File: src/hdl/bvs_defs.vh
`ifndef BVS_DEFS_VH
`define BVS_DEFS_VH
// command code of the boot voltage register
`define BVS_CMD_CODE 8'hD5
// field layout
`define BVS_CODE_MSB 4
`define BVS_CODE_LSB 0
`define BVS_RO_MSB 13
`define BVS_RO_LSB 5
`define BVS_SPARE_MSB 15
`define BVS_SPARE_LSB 14
// mask of the read-only zero bits 13:5
`define BVS_RO_MASK 16'h3FE0
// mask of the writable bits
`define BVS_RW_MASK 16'hC01F
// value held before the backup copy is loaded
`define BVS_RESET_VALUE 16'h0000
// reference table entry width, in units of 1/1024 V
`define BVS_REF_WIDTH 10
// soft-start slew step period in cycles
`define BVS_SLEW_CYCLES 8'h10
`endif

File: src/hdl/bvs_ref_table.v
`timescale 1ns/1ns
`default_nettype none
// ----------------------------------------
// boot code to reference voltage lookup
// ----------------------------------------
// output in 1/1024 V steps, rounded to the nearest step
module bvs_ref_table
(
    // code in
    input wire [4:0] bootCode,
    // reference out
    output reg [9:0] refLevel
);

    // constant table; monotonic rising
    always @*
    begin
        case (bootCode)
            5'h00: refLevel = 10'h000;
            5'h01: refLevel = 10'h133;
            5'h02: refLevel = 10'h140;
            5'h03: refLevel = 10'h14D;
            5'h04: refLevel = 10'h15A;
            5'h05: refLevel = 10'h167;
            5'h06: refLevel = 10'h173;
            5'h07: refLevel = 10'h180;
            5'h08: refLevel = 10'h18D;
            5'h09: refLevel = 10'h199;
            5'h0A: refLevel = 10'h1A6;
            5'h0B: refLevel = 10'h1B3;
            5'h0C: refLevel = 10'h1C0;
            5'h0D: refLevel = 10'h1CD;
            5'h0E: refLevel = 10'h1DA;
            5'h0F: refLevel = 10'h1E7;
            5'h10: refLevel = 10'h1F3;
            5'h11: refLevel = 10'h200;
            5'h12: refLevel = 10'h20D;
            5'h13: refLevel = 10'h219;
            5'h14: refLevel = 10'h226;
            5'h15: refLevel = 10'h233;
            5'h16: refLevel = 10'h240;
            5'h17: refLevel = 10'h24D;
            5'h18: refLevel = 10'h25A;
            5'h19: refLevel = 10'h266;
            5'h1A: refLevel = 10'h280;
            5'h1B: refLevel = 10'h299;
            5'h1C: refLevel = 10'h2B3;
            5'h1D: refLevel = 10'h2CD;
            5'h1E: refLevel = 10'h2E6;
            default: refLevel = 10'h300;
        endcase
    end

endmodule // bvs_ref_table
`default_nettype wire

File: src/hdl/bvs_boot_voltage_select.v
// Functional notes
// Register sits at command D5h, word read and write, unsigned value.
// Backup copy kept in nonvolatile store; writes act at once.
// Bits 13:5 are read-only and always read zero.
// Bits 4:0 give the reference DAC target code for soft-start.
// Host picks output scale factor to reach the wanted voltage; the code divides by that factor with bit 0 forced to one.
// Effective boot voltage combines code, scale, margins and trim.
// Boot code writes accepted in every operating state; writes before the backup load get neither ack nor NACK.
// Code change during soft-start slews target to the new setting.
// Write touching bits 13:5 is NACKed and discarded.
// Invalid write sets summary comm fault and invalid-data status bits.
// Code maps monotonically to 0 V .. 0.75 V reference levels.
// Bits 15:14 are spare stored bits with no function.
// Backup loaded at power-up before reads are answered.
`timescale 1ns/1ns
`default_nettype none
`include "bvs_defs.vh"
module bvs_boot_voltage_select
(
    // clock and reset
    input wire sys_clk,
    input wire srst,
    // command port from the bus interface logic
    input wire [7:0] cmdCode,
    input wire wrStrobe,
    input wire [15:0] wrData,
    input wire rdStrobe,
    output reg [15:0] rdData,
    output reg rdValid,
    output wire rdBusy,
    output reg wrAck,
    output reg wrNack,
    // fault status pulses to the status registers
    output reg commFaultSet,
    output reg invalidDataSet,
    // backup store interface
    input wire nvmLoadValid,
    input wire [15:0] nvmLoadData,
    output reg nvmSaveReq,
    output reg [15:0] nvmSaveData,
    // regulator state and output settings
    input wire softStartActive,
    input wire [15:0] outputScaleFactor,
    input wire [15:0] upperMarginSetting,
    input wire [15:0] lowerMarginSetting,
    input wire [15:0] outputFineAdjust,
    input wire marginHigh,
    input wire marginLow,
    // reference outputs
    output reg [4:0] bootCodeField,
    output reg [1:0] spareStoredBits,
    output wire [9:0] bootReferenceVoltage,
    output reg [9:0] dacTarget,
    output reg [31:0] effectiveBoot
);

    // ----------------------------------------
    // decode
    // ----------------------------------------
    reg loaded;
    wire hit;
    wire roTouched;
    wire [9:0] refLevel;
    reg [9:0] refHold;
    reg [7:0] slewCount;
    reg [15:0] adjWord;

    // command decode
    assign hit = (cmdCode == `BVS_CMD_CODE);
    // read-only bits nonzero
    assign roTouched = |(wrData & `BVS_RO_MASK);
    // reads wait until the backup has been loaded
    assign rdBusy = hit & rdStrobe & ~loaded;
    assign bootReferenceVoltage = refHold;

    // code to level lookup
    bvs_ref_table uTable
    (
        .bootCode(bootCodeField),
        .refLevel(refLevel)
    );

    // level output from a flop; trades one cycle of lag for a glitch-free data output
    always @(posedge sys_clk)
    begin
        if (srst)
        begin
            refHold <= 10'h000;
        end
        else
        begin
            refHold <= refLevel;
        end
    end

    // ----------------------------------------
    // register and backup
    // ----------------------------------------
    // load backup before serving; writes act at once
    always @(posedge sys_clk)
    begin
        if (srst)
        begin
            loaded <= 1'b0;
            bootCodeField <= 5'h00;
            spareStoredBits <= 2'h0;
            wrAck <= 1'b0;
            wrNack <= 1'b0;
            commFaultSet <= 1'b0;
            invalidDataSet <= 1'b0;
            nvmSaveReq <= 1'b0;
            nvmSaveData <= `BVS_RESET_VALUE;
        end
        else
        begin
            wrAck <= 1'b0;
            wrNack <= 1'b0;
            commFaultSet <= 1'b0;
            invalidDataSet <= 1'b0;
            nvmSaveReq <= 1'b0;
            if (!loaded)
            begin
                if (nvmLoadValid)
                begin
                    loaded <= 1'b1;
                    bootCodeField <= nvmLoadData[`BVS_CODE_MSB:`BVS_CODE_LSB];
                    spareStoredBits <= nvmLoadData[`BVS_SPARE_MSB:`BVS_SPARE_LSB];
                end
            end
            else if (hit && wrStrobe)
            begin
                // reject and discard
                if (roTouched)
                begin
                    wrNack <= 1'b1;
                    // flag status bits
                    commFaultSet <= 1'b1;
                    invalidDataSet <= 1'b1;
                end
                // no soft-start gating on writes; writes before the backup load are dropped
                else
                begin
                    wrAck <= 1'b1;
                    bootCodeField <= wrData[`BVS_CODE_MSB:`BVS_CODE_LSB];
                    // spare bits stored only
                    spareStoredBits <= wrData[`BVS_SPARE_MSB:`BVS_SPARE_LSB];
                    // mirror to backup
                    nvmSaveReq <= 1'b1;
                    nvmSaveData <= wrData & `BVS_RW_MASK;
                end
            end
        end
    end

    // ----------------------------------------
    // read path
    // ----------------------------------------
    // bits 13:5 forced to zero
    always @(posedge sys_clk)
    begin
        if (srst)
        begin
            rdData <= 16'h0000;
            rdValid <= 1'b0;
        end
        else
        begin
            rdValid <= hit & rdStrobe & loaded;
            if (hit && rdStrobe && loaded)
            begin
                rdData <= {spareStoredBits, 9'h000, bootCodeField};
            end
        end
    end

    // ----------------------------------------
    // soft-start target slew
    // ----------------------------------------
    // target follows code; slew one step per period in soft-start
    always @(posedge sys_clk)
    begin
        if (srst)
        begin
            dacTarget <= 10'h000;
            slewCount <= 8'h00;
        end
        else if (!softStartActive)
        begin
            dacTarget <= refLevel;
            slewCount <= 8'h00;
        end
        else if (slewCount != 8'h00)
        begin
            slewCount <= slewCount - 8'h01;
        end
        else if (dacTarget != refLevel)
        begin
            // small steps keep the output ramp free of jumps
            slewCount <= `BVS_SLEW_CYCLES - 8'h01;
            if (dacTarget < refLevel)
            begin
                dacTarget <= dacTarget + 10'h001;
            end
            else
            begin
                dacTarget <= dacTarget - 10'h001;
            end
        end
    end

    // ----------------------------------------
    // effective boot voltage
    // ----------------------------------------
    // margin select; high wins if both asserted
    always @*
    begin
        if (marginHigh)
        begin
            adjWord = upperMarginSetting;
        end
        else if (marginLow)
        begin
            adjWord = lowerMarginSetting;
        end
        else
        begin
            adjWord = outputFineAdjust;
        end
    end

    // combine code, scale, margin and trim; host scale used with bit 0 forced to one
    always @(posedge sys_clk)
    begin
        if (srst)
        begin
            effectiveBoot <= 32'h00000000;
        end
        else
        begin
            effectiveBoot <= {6'h00, dacTarget, 16'h0000} / {16'h0000, outputScaleFactor | 16'h0001}
                + {16'h0000, adjWord};
        end
    end

endmodule // bvs_boot_voltage_select
`default_nettype wire

File: config.mk
export PLATFORM = sky130hd
export DESIGN_NAME = bvs_boot_voltage_select
export DESIGN_NICKNAME = d
export VERILOG_FILES = /design/src/hdl/bvs_ref_table.v /design/src/hdl/bvs_boot_voltage_select.v
export VERILOG_INCLUDE_DIRS = /design/src /design/src/hdl
export SDC_FILE = /design/constraint.sdc
export NUM_CORES = 1
export LEC_CHECK = 0
export ABC_CLOCK_PERIOD_IN_PS = 99500
export BUFFER_PORTS_ARGS = -buffer_cell sky130_fd_sc_hd__buf_4
export CAP_MARGIN = 20
export CORE_MARGIN = 5
export CORE_UTILIZATION = 41
export CTS_CLUSTER_SIZE = 20
export DETAILED_ROUTE_END_ITERATION = 16
export GPL_TIMING_DRIVEN = 0
export PLACE_DENSITY = 0.58
export SLEW_MARGIN = 5
export SYNTH_ARGS = -nofsm -noshare
export SYNTH_HDL_FRONTEND = slang
export SYNTH_SLANG_ARGS = --single-unit
export TNS_END_PERCENT = 1
File: constraint.sdc
create_clock -name sys_clk -period 99.5 [get_ports sys_clk]
set_input_delay 0 -clock sys_clk [delete_from_list [all_inputs] [get_ports sys_clk]]
set_output_delay 0 -clock sys_clk [all_outputs]
set_load 0.02 [all_outputs]
==> results of run 1 <==
[cells in the mapped netlist, types with 40 or more instances]
master	number
xnor2_1	239
a31oi_1	50
nor2_1	421
a21o_1	111
mux2_2	80
ha_1	383
o21a_1	58
a21oi_1	442
and2_1	44
dfxtp_1	90
nand3_1	87
clkbuf_1	78
o21ai_0	231
inv_1	223
o21bai_1	105
a211oi_1	50
xor2_1	80
mux2i_1	54
nor3_1	86
nand2b_1	40
nor2b_1	42
nand2_1	261
[state kept, by name, indices dropped and copies added (netlist names)]
name and flops:
rdData 7, dacTarget 10, slewCount 8, effectiveBoot 27, uTable.refLevel 10, rdValid 1, bootReferenceVoltage 10, bootCodeField 5
nvmSaveReq 1, invalidDataSet 1, loaded 1, spareStoredBits 2, nvmSaveData 7
[what timing repair did]
item / in CTS / in global routing
hold endpoints to repair: 12 / 0
gates resized for setup: 0 / 62
endpoints found under the setup margin: 0 / 27
hold buffers: 13 / 0
setup buffers: 0 / 4
[worst max-delay path by stage]
stage / from / to / slack [ps] / cells after the start
floorplan: outputScaleFactor[8] / effectiveBoot[25]$_SDFF_PP0_ / 22670 / 399
global placement: outputScaleFactor[8] / effectiveBoot[25]$_SDFF_PP0_ / 1600 / 404
detailed placement: outputScaleFactor[15] / effectiveBoot[25]$_SDFF_PP0_ / 1850 / 404
CTS: outputScaleFactor[15] / effectiveBoot[25]$_SDFF_PP0_ / 1780 / 404
global route: outputScaleFactor[15] / effectiveBoot[25]$_SDFF_PP0_ / -70 / 406
finish: outputScaleFactor[15] / effectiveBoot[25]$_SDFF_PP0_ / 8470 / 404
[routing by layer]
metal	wire, um	up-vias	global-route usage, %
met1	42200	13347	31.3
met3	3430	74	1.55
met5	0	-	0
met2	39300	571	38.3
met4	1310	0	3.45
li1	-	14822	-
[cells by family (layout without fill, tap and decap cells)]
family | count (synthesis) | count (layout) | synth area share (%)
flops | 90 | 90 | 6.50
compound gates | 1351 | 1351 | 31.8
other cells | 1 | 29 | 0.0135
xor+xnor | 322 | 322 | 10.3
simple gates | 1218 | 1218 | 21.7
fa+ha+maj | 401 | 401 | 18.6
buf+inv | 374 | 595 | 5.62
mux | 140 | 140 | 5.50
[through the flow]
stage	TNS, ps	cells	utilization, %	cell area, um2
after floorplan	0	3925	-	27800
after global placement	0	4973	45.1	30200
after detailed placement	0	4984	45.5	30500
after CTS	0	5013	46.1	30900
after global routing	-65.9	5019	46.5	31200
final	0	5019	46.5	31200
[worst max-delay path, delay by kind of cell]
kind / cells / cell delay (ps)
muxes: 4 / 1580
AOI/OAI and AO/OA: 238 / 50400
buffers and inverters: 51 / 12380
xor gates and xnor gates: 4 / 780
and+or+nand+nor: 80 / 17650
adders and majority gates: 27 / 8160
[final cells by class]
type | count | area [um2] | share of cell area [%]
Multi-Input combinational cell | 3461 | 24600 | 79.0
Sequential cell | 90 | 1800 | 5.78
Timing Repair Buffer | 206 | 1780 | 5.72
Tap cell | 873 | 1090 | 3.51
Inverter | 235 | 886 | 2.84
Buffer | 138 | 687 | 2.20
Clock buffer | 9 | 225 | 0.723
Clock inverter | 7 | 76.3 | 0.245
==> impl_metrics.csv, run 1 <==
group,metric,value,unit
outcome,outcome,"finished, violations left",
outcome,violations,"negative hold slack",
drt,vias,28814,
grt,grt_antenna_before_repair,1,
worst_setup_path,cp_common_cell,"a21oi_1",
floorplan,dieArea,72900,um2
cells_and_area,nFillCells,6901,
placed_design,io_buffers,175,
worst_setup_path,cp_max_fo,11,
worst_setup_path,required,99710,ps
sta,slew-limit-headroom,30.5,%
worst_hold_path,hold_path_class,"in2reg",
clock_tree,clkTransAtPathRegs,80,ps
grt,grt-ovfl-total,0,
clock_tree,cts_buffer_depth,2,
run,max_cap_viol_count,0,
floorplan,ios,210,
worst_setup_path,path_class,"in2reg",
drt,dr.first_iter.drc_count,1765,
floorplan,fp.dieW,270,um
synthesis,synth_top_area_share,17.3,%
cells_and_area,layout_common_cells,"a21oi_1 (438), nor2_1 (421), ha_1 (383)",
floorplan,row_count,95,
placed_design,dp_slack,1850,ps
sta,setup_viol,0,
placed_design,place.gp.congestion,0.906,
cells_and_area,final_common_cell,"a21oi_1",
clock_tree,cts_buffers,9,
clock_tree,clkLatencyLatePin,360,ps
synthesis,synth_top_flop_cell,"dfxtp_1",
synthesis,synth_cell_type_count,128,
floorplan,die_h,270,um
placed_design,hpwl,71.5,mm
sta,worst_slack,8470,ps
drt,drcViolationCount,0,
sta,finalHoldViolations,1,
cells_and_area,n_antenna_cell,0,
clock_tree,cts_root_buffer,"clkbuf_16",
synthesis,synthArstFlopShare,0,%
synthesis,syn_avg_cell_area,7.11,um2
sta,finalClockSkew,11.4,ps
worst_hold_path,hold_start,"wrStrobe",
drt,wl_per_cell,17.2,um
floorplan,core,67000,um2
sta,max_freq,0.0110,GHz
drt,antenna_left,0,
grt,grt_max_degree,30,
synthesis,ys_warn_count,0,
worst_setup_path,critPathSlowestCell,"clkbuf_1",
worst_hold_path,worstHoldPathCells,3,
floorplan,start_util,41.3,%
drt,viasPerCell,5.74,
grt,track_usage,22.3,%
sta,worstMarginPinSlew,1040,ps
clock_tree,cts_htree_levels,3,
worst_setup_path,reg2reg_depth,401,
grt,grt_pass1_wl,139,mm
sta,holdWs,-2.35,ps
synthesis,synth_cells,3897,
grt,grt_pass1_vias,27006,
worst_setup_path,arrival,91230,ps
drt,routed_wirelength,86.2,mm
synthesis,synth_area_leaders,"ha_1 (17%), a21oi_1 (8.0%), xnor2_1 (7.6%)",
cells_and_area,area_growth,12.5,%
sta,fin_crit,91030,ps
synthesis,synth_seq_area_share,6.50,%
worst_setup_path,r2r-start,"dacTarget[9]$_SDFFE_PP0P_",
synthesis,synth_area,27700,um2
synthesis,synth.largest_area_cell,"ha_1",
synthesis,ys_ff_latch,90,
sta,slew_violations,0,
worst_setup_path,startpoint_type,"input port",
worst_setup_path,endpoint_kind,"flip-flop",
synthesis,synth_edf_count,0,
worst_setup_path,reg2reg_slack,8540,ps
cells_and_area,drive_gt1_share,11.5,%
drt,dr.pass1.iters,6,
worst_setup_path,r2r-end,"effectiveBoot[25]$_SDFF_PP0_",
sta,finalCritPeriodShare,91.5,%
worst_hold_path,hold_end,"invalidDataSet$_SDFF_PP0_",
worst_setup_path,critical_path.max_stage_delay,660,ps
cells_and_area,fin_nets,4654,
clock_tree,clock_sinks,90,
clock_tree,cts_tree,"built",
Power of run 1 is left out: the tool's default activity adds up to more than one toggle a clock period on the data nets, which glitch-free logic cannot reach.
==> inputs of run 2 (changes only) <==
--- a/config.mk
+++ b/config.mk
@@ -9,6 +9,7 @@
 export ABC_CLOCK_PERIOD_IN_PS = 99500
 export BUFFER_PORTS_ARGS = -buffer_cell sky130_fd_sc_hd__buf_4
 export CAP_MARGIN = 20
+export CORE_ASPECT_RATIO = 1.25
 export CORE_MARGIN = 5
 export CORE_UTILIZATION = 41
 export CTS_CLUSTER_SIZE = 20
==> impl_metrics.csv, run 2 (synthesis results as in run 1) <==
group,metric,value,unit
sta,fin_crit,90890,ps
floorplan,dieArea,72900,um2
drt,vias,28783,
floorplan,die_h,301,um
clock_tree,clkTransAtPathRegs,70,ps
outcome,outcome,"complete, no violations",
cells_and_area,largest_reg_flops,27,
sta,max_freq,0.0110,GHz
worst_setup_path,path_class,"reg2reg",
sta,setup_viol,0,
sta,slew-limit-headroom,20.6,%
cells_and_area,finalInstanceArea,31200,um2
drt,top_layer_used,"met4",
sta,slew_violations,0,
grt,grt_antenna_before_repair,1,
cells_and_area,final_common_cell,"a21oi_1",
sta,worstMarginPinSlew,1190,ps
floorplan,ios,210,
cells_and_area,area_growth,12.5,%
drt,wl_per_cell,17.5,um
sta,finalHoldViolations,0,
cells_and_area,drive_gt1_share,11.4,%
worst_setup_path,endpoint_kind,"flip-flop",
run,max_cap_viol_count,0,
worst_setup_path,startpoint_type,"flip-flop",
drt,drcViolationCount,0,
worst_setup_path,cp_max_fo,11,
clock_tree,clock_sinks,90,
cells_and_area,fin_nets,4651,
grt,grt_pass1_vias,28027,
worst_setup_path,critPathTopFamily,"compound AO/OA/AOI/OAI gates",
drt,dr_wl_met3,3.35,mm
worst_setup_path,critPathSlowestCell,"a2111oi_1",
worst_setup_path,cp_num_buf_inv,50,
drt,dr.pass1.iters,5,
floorplan,start_util,41.4,%
cells_and_area,layout_common_cells,"a21oi_1 (437), nor2_1 (421), ha_1 (383)",
drt,antenna_left,0,
worst_setup_path,reg2reg_slack,8610,ps
clock_tree,cts_buffer_depth,2,
sta,final.setup.tns,0,ps
floorplan,row_count,106,
worst_setup_path,critical_path.max_stage_delay,580,ps
sta,holdWs,51.9,ps
floorplan,core,67000,um2
sta,finalCritPeriodShare,91.4,%
worst_setup_path,required,99740,ps
worst_setup_path,cp_common_cell,"a21oi_1",
grt,grt-ovfl-total,0,
placed_design,hpwl,73.7,mm
placed_design,place_area,30500,um2
clock_tree,cts_tree,"built",
drt,dr.first_iter.drc_count,1456,
grt,grt_pass1_wl,142,mm
clock_tree,cts_root_buffer,"clkbuf_16",
cells_and_area,n_antenna_cell,0,
cells_and_area,regMostFlops,"effectiveBoot",
grt,track_usage,23.1,%
drt,viasPerCell,5.75,
clock_tree,clkLatencyLatePin,360,ps
cells_and_area,nFillCells,6864,
placed_design,io_buffers,175,
clock_tree,cts_buffers,9,
worst_hold_path,hold_path_class,"in2reg",
worst_setup_path,arrival,91130,ps
clock_tree,cts_htree_levels,3,
placed_design,place.gp.congestion,0.964,
grt,grt_max_degree,27,
drt,routed_wirelength,87.7,mm
drt,wl_met1,38.9,mm
floorplan,fp.dieW,242,um
sta,finalClockSkew,8.14,ps
drt,routed-wl-met2,43.1,mm
==> run 2: worst paths after layout <==
check,from,to,cells past startpoint
max,dacTarget[9]$_SDFFE_PP0P_,effectiveBoot[25]$_SDFF_PP0_,400
max reg2reg,dacTarget[9]$_SDFFE_PP0P_,effectiveBoot[25]$_SDFF_PP0_,400
min,nvmLoadData[14],spareStoredBits[0]$_SDFFE_PP0P_,3
min reg2reg,uTable.refLevel[5]$_DFF_P_,bootReferenceVoltage[5]$_SDFF_PP0_,2
==> run 2: area by class of cell <==
class / count / area (um2) / area share, %
buffer: 138 / 687 / 2.20
timing repair buffer: 203 / 1760 / 5.64
sequential: 90 / 1800 / 5.78
tap: 864 / 1080 / 3.47
inverter: 235 / 886 / 2.84
clock buffer: 9 / 225 / 0.723
clock inverter: 7 / 96.3 / 0.309
multi-input combinational: 3461 / 24600 / 79.0
==> run 2: worst register-to-register path: cells and delay by family (launching register included) <==
family	cells	cell delay, ps
XOR/XNOR	5	1040
flip-flops	1	520
AND/OR/NAND/NOR	77	16980
multiplexers	4	1630
buffers and inverters	50	12900
adder cells (fa/ha/maj)	27	8170
AO/OA/AOI/OAI	237	49580
==> run 2: per-stage QoR <==
step	utilization, %	setup slack, ps	cells
3_3_place_gp	45.1	117	4964
4_1_cts	46.2	527	5003
6_report	46.5	8610	5007
2_1_floorplan	-	22670	3925
3_5_place_dp	45.5	470	4974
5_1_grt	46.5	-18.7	5007
==> run 2: what timing repair did <==
item,4_1_cts,5_1_grt
gates resized for setup,0,66
hold buffers,13,0
buffers inserted,0,4
endpoints found under the hold margin,11,0
endpoints found under the setup margin,0,27
==> run 2: metal layers <==
layer | track usage, % | vias to the layer above
met3 | 1.85 | 117
met4 | 6.13 | 0
met5 | 0 | -
met2 | 43.3 | 591
li1 | - | 14821
met1 | 28.2 | 13254
Power of run 2 is left out for the same reason.
